### src/verilog/ilm_pkg.sv
package ilm_pkg;
    localparam int ILM_ADDR_W = 6;
    localparam logic [5:0] ILM_OFS_RESULT_LAST = 6'h1f;
    localparam logic [5:0] ILM_OFS_CONTROL = 6'h20;
    localparam logic [5:0] ILM_OFS_FREQ = 6'h21;
    localparam logic [5:0] ILM_OFS_HALT = 6'h22;
    localparam logic [5:0] ILM_OFS_VALID = 6'h23;
    localparam logic [5:0] ILM_OFS_ACTIVE = 6'h24;
    localparam int ILM_CTL_ENABLE_BIT = 0;
    localparam int ILM_CTL_TYPE_BIT = 1;
    localparam int ILM_CTL_COUNT_LSB = 2;
    localparam int ILM_CTL_COUNT_W = 6;
    localparam int ILM_CTL_REV_LSB = 8;
    localparam int ILM_CTL_REV_W = 24;
    localparam logic ILM_ENABLE_RESET = 1'h0;
    localparam logic [31:0] ILM_ZERO_WORD = 32'h0000_0000;
    localparam int ILM_CLOCK_HZ = 50000000;
    localparam int ILM_MAX_LINES = 32;
    localparam int ILM_TYPE_LEVEL = 0;
    localparam int ILM_TYPE_PULSE = 1;
endpackage

### src/verilog/ilm_line_if.sv
`timescale 1ns/1ps
`default_nettype none
interface ilm_line_if;
    logic enable;
    logic irq;
    logic halt;
    logic active;
    logic done;
    logic [31:0] count;
    modport meter(input enable, input irq, input halt, output active, output done, output count);
    modport ctrl(output enable, output irq, output halt, input active, input done, input count);
endinterface
`default_nettype wire

### src/verilog/ilm_latency_meter.sv
// Functional notes
// Latency measured in own clock cycles
// Counting starts on rising line edge
// Counter zeroed at start, result kept
// Result loaded only after counter stops
// Configured count of identical line counters
// Level or pulse mode by configuration
// Newest measurement overwrites older result
// Registers are 32-bit words, word addressed
// Control group fixed at 0x20 to 0x24
// Results at 0x0..0x1f in line order
// Invalid offsets read as zero
// Only control bit 0 writable
// Global enable resets to zero
// Pulse mode stop via halt bits
// Level mode stops when line falls
// Valid set on load, cleared on read
// Unconfigured lines never start, read zero
`timescale 1ns/1ps
`default_nettype none
module ilm_latency_meter #(
    parameter int NUM_LINES = 32,
    parameter int PULSE_MODE = 0,
    parameter int CLOCK_HZ = ilm_pkg::ILM_CLOCK_HZ,
    parameter logic [23:0] REVISION = 24'h000001 // Arbitrary value
) (
    // Clock and reset
    input wire logic mclk,
    input wire logic reset,
    // Register slave
    input wire logic [5:0] address,
    input wire logic read,
    input wire logic write,
    input wire logic [31:0] writedata,
    output var logic [31:0] readdata,
    output logic waitrequest,
    // Interrupt lines under measurement
    input wire logic [31:0] irq
);
    localparam int N = ilm_pkg::ILM_MAX_LINES;

    logic enable;
    logic [31:0] halt_bits;
    logic [31:0] valid_bits;
    logic [31:0] active_bits;
    logic [31:0] done_bits;
    logic [31:0] result [N];
    logic [31:0] count [N];
    logic [31:0] next_readdata;
    logic [31:0] control_word;
    logic access_done;
    logic rd_hit;

    // One access per request, answered one cycle after it is seen
    assign waitrequest = (read || write) && !access_done;
    assign rd_hit = read && !access_done;

    always_ff @(posedge mclk) begin
        if (reset) begin
            access_done <= 1'b0;
        end else begin
            access_done <= (read || write) && !access_done;
        end
    end

    genvar g;
    generate
        for (g = 0; g < N; g++) begin : gen_line
            if (g < NUM_LINES) begin : gen_used
                ilm_line_if ln();
                assign ln.enable = enable;
                assign ln.irq = irq[g];
                assign ln.halt = halt_bits[g];
                ilm_counter #(.PULSE_MODE(PULSE_MODE)) u_counter (
                    .mclk(mclk),
                    .reset(reset),
                    .ln(ln)
                );
                assign active_bits[g] = ln.active;
                assign done_bits[g] = ln.done;
                assign count[g] = ln.count;
            end else begin : gen_unused
                assign active_bits[g] = 1'b0;
                assign done_bits[g] = 1'b0;
                assign count[g] = 32'h0000_0000;
            end

            always_ff @(posedge mclk) begin
                if (reset) begin
                    result[g] <= 32'h0000_0000;
                end else if (done_bits[g]) begin
                    result[g] <= count[g];
                end
            end

            // Set wins over the read clear
            always_ff @(posedge mclk) begin
                if (reset) begin
                    valid_bits[g] <= 1'b0;
                end else if (done_bits[g]) begin
                    valid_bits[g] <= 1'b1;
                end else if (rd_hit && address == 6'(g)) begin
                    valid_bits[g] <= 1'b0;
                end
            end
        end
    endgenerate

    always_ff @(posedge mclk) begin
        if (reset) begin
            enable <= ilm_pkg::ILM_ENABLE_RESET;
            halt_bits <= 32'h0000_0000;
        end else if (write && !access_done) begin
            if (address == ilm_pkg::ILM_OFS_CONTROL) begin
                enable <= writedata[ilm_pkg::ILM_CTL_ENABLE_BIT];
            end
            if (address == ilm_pkg::ILM_OFS_HALT) begin
                halt_bits <= writedata;
            end
        end
    end

    always_comb begin
        control_word = ilm_pkg::ILM_ZERO_WORD;
        control_word[ilm_pkg::ILM_CTL_ENABLE_BIT] = enable;
        control_word[ilm_pkg::ILM_CTL_TYPE_BIT] = (PULSE_MODE != 0);
        control_word[ilm_pkg::ILM_CTL_COUNT_LSB +: ilm_pkg::ILM_CTL_COUNT_W] =
            ilm_pkg::ILM_CTL_COUNT_W'(NUM_LINES);
        control_word[ilm_pkg::ILM_CTL_REV_LSB +: ilm_pkg::ILM_CTL_REV_W] = REVISION;
    end

    always_comb begin
        next_readdata = ilm_pkg::ILM_ZERO_WORD;
        if (address <= ilm_pkg::ILM_OFS_RESULT_LAST) begin
            if (32'(address) < 32'(NUM_LINES)) begin
                next_readdata = result[address[4:0]];
            end
        end else begin
            case (address)
                ilm_pkg::ILM_OFS_CONTROL: next_readdata = control_word;
                ilm_pkg::ILM_OFS_FREQ: next_readdata = 32'(CLOCK_HZ);
                ilm_pkg::ILM_OFS_HALT: next_readdata = halt_bits;
                ilm_pkg::ILM_OFS_VALID: next_readdata = valid_bits;
                ilm_pkg::ILM_OFS_ACTIVE: next_readdata = active_bits;
                default: next_readdata = ilm_pkg::ILM_ZERO_WORD;
            endcase
        end
    end

    always_ff @(posedge mclk) begin
        if (reset) begin
            readdata <= 32'h0000_0000;
        end else if (rd_hit) begin
            readdata <= next_readdata;
        end
    end

    // Line 0, enable and handshake checks
    a_enable_reset: assert property (@(posedge mclk) $fell(reset) |-> !enable)
        else $error("enable not clear after reset");
    a_result_load: assert property (@(posedge mclk) disable iff (reset)
        done_bits[0] |=> result[0] == $past(count[0]))
        else $error("result not loaded from counter");
    a_valid_set: assert property (@(posedge mclk) disable iff (reset)
        done_bits[0] |=> valid_bits[0])
        else $error("valid not set on load");
    a_start_zero: assert property (@(posedge mclk) disable iff (reset)
        $rose(active_bits[0]) |-> count[0] == 32'h0000_0000)
        else $error("counter not zeroed at start");
    a_no_start_off: assert property (@(posedge mclk) disable iff (reset)
        !enable && !active_bits[0] |=> !active_bits[0])
        else $error("counter started while disabled");
    a_level_stop: assert property (@(posedge mclk) disable iff (reset)
        PULSE_MODE == 0 && active_bits[0] && !irq[0] |=> done_bits[0] && !active_bits[0])
        else $error("level mode did not stop");
    a_count_step: assert property (@(posedge mclk) disable iff (reset)
        active_bits[0] && $past(active_bits[0]) && !done_bits[0] |=>
        !active_bits[0] || count[0] == $past(count[0]) + 32'h0000_0001)
        else $error("counter did not advance");
    a_result_hold: assert property (@(posedge mclk) disable iff (reset)
        !done_bits[0] |=> $stable(result[0]))
        else $error("result changed without stop");
    a_wait_one: assert property (@(posedge mclk) disable iff (reset)
        read && waitrequest |=> !waitrequest || !read)
        else $error("access not answered in one cycle");

    // Register bus checks
    a_reset_clear: assert property (@(posedge mclk)
        $fell(reset) |->
        readdata == 32'h0000_0000 && halt_bits == 32'h0000_0000 &&
        valid_bits == 32'h0000_0000 && active_bits == 32'h0000_0000)
        else $error("register state not clear after reset");
    a_read_zero: assert property (@(posedge mclk) disable iff (reset)
        rd_hit && address > ilm_pkg::ILM_OFS_ACTIVE |=>
        readdata == ilm_pkg::ILM_ZERO_WORD)
        else $error("invalid offset did not read zero");
    a_read_unused: assert property (@(posedge mclk) disable iff (reset)
        rd_hit && address <= ilm_pkg::ILM_OFS_RESULT_LAST && 32'(address) >= 32'(NUM_LINES) |=>
        readdata == ilm_pkg::ILM_ZERO_WORD)
        else $error("unconfigured result slot not zero");
    a_read_freq: assert property (@(posedge mclk) disable iff (reset)
        rd_hit && address == ilm_pkg::ILM_OFS_FREQ |=>
        readdata == 32'(CLOCK_HZ))
        else $error("frequency word wrong");
    a_read_count: assert property (@(posedge mclk) disable iff (reset)
        rd_hit && address == ilm_pkg::ILM_OFS_CONTROL |=>
        readdata[ilm_pkg::ILM_CTL_COUNT_LSB +: ilm_pkg::ILM_CTL_COUNT_W] == 6'(NUM_LINES))
        else $error("line count field wrong");
    a_read_halt: assert property (@(posedge mclk) disable iff (reset)
        rd_hit && address == ilm_pkg::ILM_OFS_HALT |=>
        readdata == $past(halt_bits))
        else $error("halt word read wrong");
    a_read_valid: assert property (@(posedge mclk) disable iff (reset)
        rd_hit && address == ilm_pkg::ILM_OFS_VALID |=>
        readdata == $past(valid_bits))
        else $error("valid word read wrong");
    a_enable_write: assert property (@(posedge mclk) disable iff (reset)
        write && !access_done && address == ilm_pkg::ILM_OFS_CONTROL |=>
        enable == $past(writedata[ilm_pkg::ILM_CTL_ENABLE_BIT]))
        else $error("enable bit not written");
    a_halt_write: assert property (@(posedge mclk) disable iff (reset)
        write && !access_done && address == ilm_pkg::ILM_OFS_HALT |=>
        halt_bits == $past(writedata))
        else $error("halt bits not written");
    a_no_write_ro: assert property (@(posedge mclk) disable iff (reset)
        write && !access_done && address != ilm_pkg::ILM_OFS_CONTROL &&
        address != ilm_pkg::ILM_OFS_HALT |=> $stable(enable) && $stable(halt_bits))
        else $error("read-only offset took a write");
    a_wait_first: assert property (@(posedge mclk) disable iff (reset)
        $rose(read || write) |->
        waitrequest)
        else $error("new access not held for one cycle");
    a_rd_one: assert property (@(posedge mclk) disable iff (reset)
        rd_hit |=>
        !rd_hit)
        else $error("one request read twice");

    // Every configured line gets the same checks
    generate
        for (g = 0; g < NUM_LINES; g++) begin : gen_check
            a_line_load: assert property (@(posedge mclk) disable iff (reset)
                done_bits[g] |=>
                result[g] == $past(count[g]))
                else $error("line result not loaded");
            a_line_valid: assert property (@(posedge mclk) disable iff (reset)
                done_bits[g] |=>
                valid_bits[g])
                else $error("line valid not set");
            a_line_clear: assert property (@(posedge mclk) disable iff (reset)
                rd_hit && address == 6'(g) && !done_bits[g] |=>
                !valid_bits[g])
                else $error("line valid not cleared by read");
            a_line_hold: assert property (@(posedge mclk) disable iff (reset)
                !done_bits[g] |=>
                $stable(result[g]))
                else $error("line result changed without stop");
            a_line_zero: assert property (@(posedge mclk) disable iff (reset)
                $rose(active_bits[g]) |->
                count[g] == 32'h0000_0000)
                else $error("line counter not zeroed");
            a_line_step: assert property (@(posedge mclk) disable iff (reset)
                active_bits[g] && $stable(irq[g]) &&
                (PULSE_MODE == 0 ? irq[g] : !$rose(halt_bits[g])) |=>
                count[g] == $past(count[g]) + 32'h0000_0001)
                else $error("line counter did not advance");
            a_line_idle: assert property (@(posedge mclk) disable iff (reset)
                !enable && !active_bits[g] |=>
                !active_bits[g])
                else $error("line started while disabled");
            a_line_done: assert property (@(posedge mclk) disable iff (reset)
                done_bits[g] |->
                !active_bits[g] ##1 !done_bits[g])
                else $error("line stop not a single pulse");
            a_line_level: assert property (@(posedge mclk) disable iff (reset)
                PULSE_MODE == 0 && active_bits[g] && irq[g] |=>
                active_bits[g])
                else $error("level line stopped while high");
            a_line_pulse: assert property (@(posedge mclk) disable iff (reset)
                PULSE_MODE != 0 && active_bits[g] && $rose(halt_bits[g]) && $stable(irq[g]) |=>
                done_bits[g] && !active_bits[g])
                else $error("pulse line ignored halt");
            a_line_keep: assert property (@(posedge mclk) disable iff (reset)
                PULSE_MODE != 0 && active_bits[g] && !halt_bits[g] |=>
                active_bits[g])
                else $error("pulse line stopped without halt");
        end

        for (g = NUM_LINES; g < N; g++) begin : gen_quiet
            a_unused_quiet: assert property (@(posedge mclk) disable iff (reset)
                !active_bits[g] && !valid_bits[g] && result[g] == 32'h0000_0000)
                else $error("unconfigured line not idle");
        end
    endgenerate

    // Main scenarios to be reached
    c_measure: cover property (@(posedge mclk) disable iff (reset) done_bits[0]);
    c_read_valid: cover property (@(posedge mclk) disable iff (reset)
        rd_hit && address == ilm_pkg::ILM_OFS_VALID);
    c_enable_write: cover property (@(posedge mclk) disable iff (reset) $rose(enable));
    c_pulse_stop: cover property (@(posedge mclk) disable iff (reset)
        PULSE_MODE != 0 && done_bits[0]);
    c_unused_read: cover property (@(posedge mclk) disable iff (reset)
        rd_hit && address <= ilm_pkg::ILM_OFS_RESULT_LAST && 32'(address) >= 32'(NUM_LINES));
endmodule
`default_nettype wire

### src/verilog/ilm_counter.sv
`timescale 1ns/1ps
`default_nettype none
module ilm_counter #(
    parameter int PULSE_MODE = 0
) (
    // Clock and reset
    input wire logic mclk,
    input wire logic reset,
    // Line controls and results
    ilm_line_if.meter ln
);
    logic irq_q;
    logic halt_q;
    logic rise;
    logic stop;

    assign rise = ln.enable && ln.irq && !irq_q;
    // Level mode stops on falling line, pulse mode on the halt bit
    assign stop = ln.active && ((PULSE_MODE == 0) ? !ln.irq : (ln.halt && !halt_q));

    always_ff @(posedge mclk) begin
        if (reset) begin
            irq_q <= 1'b0;
            halt_q <= 1'b0;
        end else begin
            irq_q <= ln.irq;
            halt_q <= ln.halt;
        end
    end

    always_ff @(posedge mclk) begin
        if (reset) begin
            ln.active <= 1'b0;
            ln.count <= 32'h0000_0000;
            ln.done <= 1'b0;
        end else begin
            ln.done <= 1'b0;
            if (rise) begin
                ln.active <= 1'b1;
                ln.count <= 32'h0000_0000;
            end else if (stop) begin
                ln.active <= 1'b0;
                ln.done <= 1'b1;
            end else if (ln.active) begin
                ln.count <= ln.count + 32'h0000_0001;
            end
        end
    end
endmodule
`default_nettype wire

### config.mk
export PLATFORM = sky130hd
export DESIGN_NAME = ilm_latency_meter
export DESIGN_NICKNAME = d
export VERILOG_FILES = /design/src/verilog/ilm_pkg.sv /design/src/verilog/ilm_line_if.sv /design/src/verilog/ilm_latency_meter.sv /design/src/verilog/ilm_counter.sv
export SDC_FILE = /design/constraint.sdc
export NUM_CORES = 2
export LEC_CHECK = 0
export BUFFER_PORTS_ARGS = -buffer_cell sky130_fd_sc_hd__buf_2
export CAP_MARGIN = 0
export CORE_MARGIN = 2
export CORE_UTILIZATION = 46
export CTS_BUF_LIST = sky130_fd_sc_hd__clkbuf_8 sky130_fd_sc_hd__clkbuf_16
export CTS_CLUSTER_DIAMETER = 80
export DETAILED_ROUTE_END_ITERATION = 16
export GPL_ROUTABILITY_DRIVEN = 1
export PLACE_DENSITY_LB_ADDON = 0.3
export SYNTH_ARGS = -nofsm -noshare
export SYNTH_HDL_FRONTEND = slang
export SYNTH_SLANG_ARGS = --single-unit
### constraint.sdc
create_clock -name mclk -period 3.5 [get_ports mclk]
set_clock_uncertainty 0.1 [all_clocks]
set_input_delay 0.7 -clock mclk [delete_from_list [all_inputs] [get_ports mclk]]
set_output_delay 0.7 -clock mclk [all_outputs]
set_load 0.01 [all_outputs]
Yosys cells after proc, flatten, opt, wreduce, memory -nomap -nowiden
Memories as Yosys holds them, arrays and structs flattened.
Cells that the tools add are included.

operators by class
  $add $sub $neg = 32
  order comparisons = 2
  eq/ne operators = 36
  muxes and demuxes = 293
  bitwise gates (word level) = 64
  reduce and logical (&&, ||, !) cells = 328

operator list
  cell                   number
  $mux 32                34
  $add 32x1->32 const B  32
  $mux 1                 258
  $pmux 32 s5            1
  $logic_and 1x1->1      131
  $reduce_bool 2->1      64
  $eq 6x5->1 const B     16
  $reduce_and 2->1       34
  $logic_not 1->1        65
  $reduce_or 2->1        32
  $eq 6x4->1 const B     8
  $not 1->1              32
  $or 1x1->1             32
  $eq 6x6->1 const B     5
  $eq 6x3->1 const B     4
  $eq 6x2->1 const B     2
  $eq 6x1->1 const B     1
  $le 6x5->1 const B     1
  $logic_not 6->1        1
  $lt 6x6->1 const B     1
  $logic_or 1x1->1       1

word-level totals
  register bits after elaboration = 1218
  RAM bits = 1024
  bits of input ports = 74
  output and inout port bits = 33
  logic and storage cells = 920
  memories kept = 1

memory list
  memory  depth  width  read ports  clocked after Yosys merged registers in  wr ports  line                     source
  result  32     32     1           0                                        32        ilm_latency_meter.sv:47  logic [31:0] result [N];

Longest topological paths before layout
  depth after elaboration = 5
  mapped depth = 10

Cells and area by module
Synthesis repeated with hierarchy kept, for this count alone.

second synthesis, totals
  cell total of the unflattened synthesis = 9368
  area total of the unflattened synthesis = 101896.5 um^2

modules (own cells, without submodules)
  module                                            times used  cells an instance  area each (um^2)  seq. area each (um^2)
  ilm_latency_meter                                 1           3352               50282.0           32711.4
  ilm_counter (gen_line[0].gen_used.u_counter ...)  31          188                1612.8            700.7
  ilm_counter (gen_line[9].gen_used.u_counter)      1           188                1617.8            700.7

Worst setup path after synthesis
OpenSTA, ideal clock, no wires.

  path type = input-to-reg
  start = input port address[0]
  end = register readdata[27]
  setup time = 0.133 ns
  data arrival time = 2.632 ns
  slack = 0.636 ns
  stages = 7
  path through = buf_2 > buf_2 > buf_2 > buf_2 > mux4_2 > a221oi_1 > a31oi_1

on the way
  longest elaborated chain between the ends = 3
  elaborated cells on any way between the ends = 11
  those cells by class = order compare (2); eq/ne (5); mux (3); memory (1)

RTL lines
  item                                    line                                                source
  from (decl)                             ilm_latency_meter.sv:31                             input wire logic [5:0] address,
  $mem_v2 32x32 (tied with other cells)   -
  $mux 32 or $pmux 32 s5 (tied branches)  ilm_latency_meter.sv:135, ilm_latency_meter.sv:139
  $mux 32 *                               ilm_latency_meter.sv:134                            if (address <= ilm_pkg::ILM_OFS_RESULT_LAST) begin
  to (signal assigned)                    ilm_latency_meter.sv:154                            readdata <= next_readdata;
  to (decl)                               ilm_latency_meter.sv:35                             output var logic [31:0] readdata,

Mark *: on every way between the ends. The rest lies on a longest branch, timed or not.
A chain may end at the register's enable or synchronous reset.

Worst setup path in the final report
  start = register gen_line[1].gen_used.u_counter.ln.count[7]
  end = register gen_line[1].gen_used.u_counter.ln.count[31]

on the way
  longest elaborated chain between the ends = 1

RTL lines
  item                    line               source
  from (decl)             ilm_line_if.sv:10  modport meter(input enable, input irq, input halt, output active, output done, output count);
  from (signal assigned)  ilm_counter.sv:45  ln.count <= ln.count + 32'h0000_0001;
  $add 32x1->32           ilm_counter.sv:45

Every way passes these cells.

==> results by group <==
Floorplanning
  • Cell Rows: 169
  • DIE AREA: 0.2181 mm^2
  • I/O pin total: 107
  • Die width: 467.0 um
  • Initial core utilization: 46.39%
  • Core Footprint: 0.2125 mm^2
  • Die height: 467.0 um

Setup path
  • Critical path peak fanout: 14
  • CP max stage delay: 830 ps
  • Element type at the critical path start: flop
  • Critical-path cell list: and4_1, nand3_1, or4_1, or4_1, a21oi_1
  • CP max stage cell: or4_1
  • Crit end category: flop
  • Setup CP Type: flop to flop
  • Most frequent CP cell: or4_1
  • CP arrival: 3480 ps
  • Worst Path Required: 4170 ps

Routing
  • Initial DRC Count: 7741
  • Routed len/inst: 24.63 um
  • Drt pass-1 iters: 6
  • Via count: 71.65k
  • DR DRC count: 0
  • Post-route ant nets: 0
  • Via-to-Cell Ratio: 5.843
  • DRT Wirelength: 302000 um

Final layout
  • Layout cells sized above 1: 11.70%
  • Synthesis-to-layout area growth: 12.85%
  • Post-Layout Cell Count: 12.26k
  • Final #Nets: 9331
  • Commonest non-fill, non-tap cells in the layout: dfxtp_1 (1217), and2_1 (1057), edfxtp_1 (1024), nor2_1 (883), nand2_1 (509)
  • Commonest non-fill, non-tap cell in the layout: dfxtp_1

STA
  • Min cycle time layout: 2802 ps
  • Least-Margin Pin Slew: 969.1 ps
  • Number of hold violations in the final report: 0
  • Slew Viols, Final: 0
  • Fin worst setup slack: 697.6 ps
  • RSZ-0062 raised after global routing: no
  • Setup-failing EPs final: 0
  • Final setup TNS: 0 ps
  • Slew headroom: 34.80%
  • Fin crit share: 80.07%
  • FMAX: 356.8 MHz

Place
  • Final Wtd Congestion: 1.010
  • Pre-CTS WS: 209.1 ps
  • PortBufs: 106
  • DP Wirelength: 224600 um
  • Placed insts: 11.77k

Synthesis
  • Synth cell types: 69
  • Asr flop ratio synth: 0%
  • Yosys warnings: 0
  • Syn nets: 9160
  • EDFF count, synth: 1024
  • Area leader, netlist: edfxtp_1
  • Largest cells by area after synthesis: edfxtp_1 (31%), dfxtp_1 (25%), and2_1 (6.7%)
  • Post-Syn Area: 0.09859 mm^2
  • Sequential fraction of the synthesis area: 55.92%
  • Share of the synthesized area in the top cell type: 31.19%
  • Synthesized netlist cell count: 9054
  • FF+latch count, synth: 2242
  • Average size of a mapped cell: 10.89 um^2
  • Post-synth top flop: dfxtp_1

CTS
  • Postcts setup bufs: 0
  • Hold buffers post-CTS: 47
  • CTS root buf: clkbuf_16
  • CTS tree: built
  • Post-CTS sizing: 0
  • Worst skew pair latency: 870 ps
  • Maximum clock path buffer count: 3
  • H-tree depth: 4
  • Num CTS Buffers: 230
  • Clock sink total: 2242
  • Worst-path clk slew: 70 ps

Power
  • Power Density: 501.8 mW/mm^2
  • Peak supply drop: 0.0005262 V
  • Pleak: 37.60 nW

Global route
  • Antenna violations before repair: 27
  • Largest net degree at the start of global routing: 61
  • Remaining Overflow, GRT: 0
  • First-pass GRT wire length: 442300 um
  • Number of global-route vias before repair: 67.06k
  • All-Layer GR Usage: 27.18%

Flow run
  • Max_cap viols: 0

Run status
  • Run status: complete, no violations

Hold path
  • Hold crit path type: input pin to flop
cell usage after synthesis, types with 17 or more instances:
master	instances
a211oi_1	19
a21o_1	45
a21oi_1	339
a22o_1	47
a22oi_1	38
a31oi_1	17
and2_1	1057
and3_1	107
and4_1	129
buf_1	40
buf_2	51
clkbuf_1	376
dfxtp_1	1218
edfxtp_1	1024
ha_1	32
inv_1	167
mux2_2	68
mux2i_1	23
mux4_2	226
nand2_1	509
nand3_1	408
nand4_1	199
nor2_1	884
nor2b_1	120
nor3_1	198
nor3b_1	45
nor4_1	153
o211ai_1	41
o21a_1	37
o21ai_0	213
o22ai_1	27
o31ai_1	38
or2_2	46
or3_1	188
or4_1	98
xnor2_1	459
xor2_1	245
layer usage:
metal / vias up / track usage (%) / wire, um
met5: - / 0 / 71
met4: 12 / 16.35 / 21010
met3: 633 / 4.406 / 23450
met2: 2809 / 40.88 / 133100
met1: 35486 / 36.94 / 124400
li1: 32713 / - / -
registers in the layout, indices dropped and copies added, names as in the netlist:
name / flops
gen_line.gen_used.u_counter.ln.done: 32
gen_line.gen_used.u_counter.irq_q: 32
result: 1024
valid_bits: 32
gen_line.gen_used.u_counter.ln.active: 32
access_done: 1
halt_bits: 32
enable: 1
readdata: 32
gen_line.gen_used.u_counter.ln.count: 1024
worst paths after layout:
path	from	to	slack, ps	cells after the start
worst min-delay path	irq[6]	gen_line[6].gen_used.u_counter.ln.done$_SDFF_PP0_	50	2
worst min register to register	halt_bits[8]$_SDFFE_PP0P_	halt_bits[8]$_SDFFE_PP0P_	360	2
worst max register to register	gen_line[1].gen_used.u_counter.ln.count[7]$_SDFFE_PP0P_	gen_line[1].gen_used.u_counter.ln.count[31]$_SDFFE_PP0P_	700	5
worst max-delay path	gen_line[1].gen_used.u_counter.ln.count[7]$_SDFFE_PP0P_	gen_line[1].gen_used.u_counter.ln.count[31]$_SDFFE_PP0P_	700	5
where the power goes:
group          internal [mW]  switching (mW)
clock network           14.1            10.7
registers               28.0           0.656
logic                  0.870            1.47
total                   43.0            12.9
per-stage QoR:
stage	instance area, um^2	power, mW	util, %	hold slack, ps
5_1_grt	111300	57.23	52.35	18.08
2_1_floorplan	98590	29.96	-	333.8
3_3_place_gp	103000	31.42	48.48	341.6
6_report	111300	55.83	52.36	47.29
4_1_cts	111200	56.09	52.34	4.995
3_5_place_dp	103000	31.42	48.48	351.2
cell families (layout without fill, tap and decap cells):
family / after synthesis / count (layout) / synth area share [%]
compound gates: 927 / 927 / 5.767
xor+xnor: 704 / 704 / 6.254
fa+ha+maj: 32 / 32 / 0.4061
buf+inv: 634 / 1011 / 2.478
flops: 2242 / 2242 / 55.92
mux: 317 / 317 / 6.173
other cells: 0 / 12 / 0
simple gates: 4198 / 4198 / 23.00
cell type report:
| cell class | count | area (um^2) |
|---|---|---|
| sequential | 2242 | 55130 |
| fill | 18308 | 101200 |
| tap | 2821 | 3530 |
| clock buffer | 264 | 6325 |
| timing repair buffer | 406 | 3156 |
| antenna | 12 | 30.03 |
| inverter | 167 | 626.9 |
| multi-input combinational | 6178 | 41060 |
| clock inverter | 174 | 1406 |
worst max-delay path, delay by kind of cell (launching register included):
kind,cells,cell delay [ps]
AOI/OAI and AO/OA,1,150
and+or+nand+nor,4,2020
DFF,1,430
(Power assumes the default switching activity.)
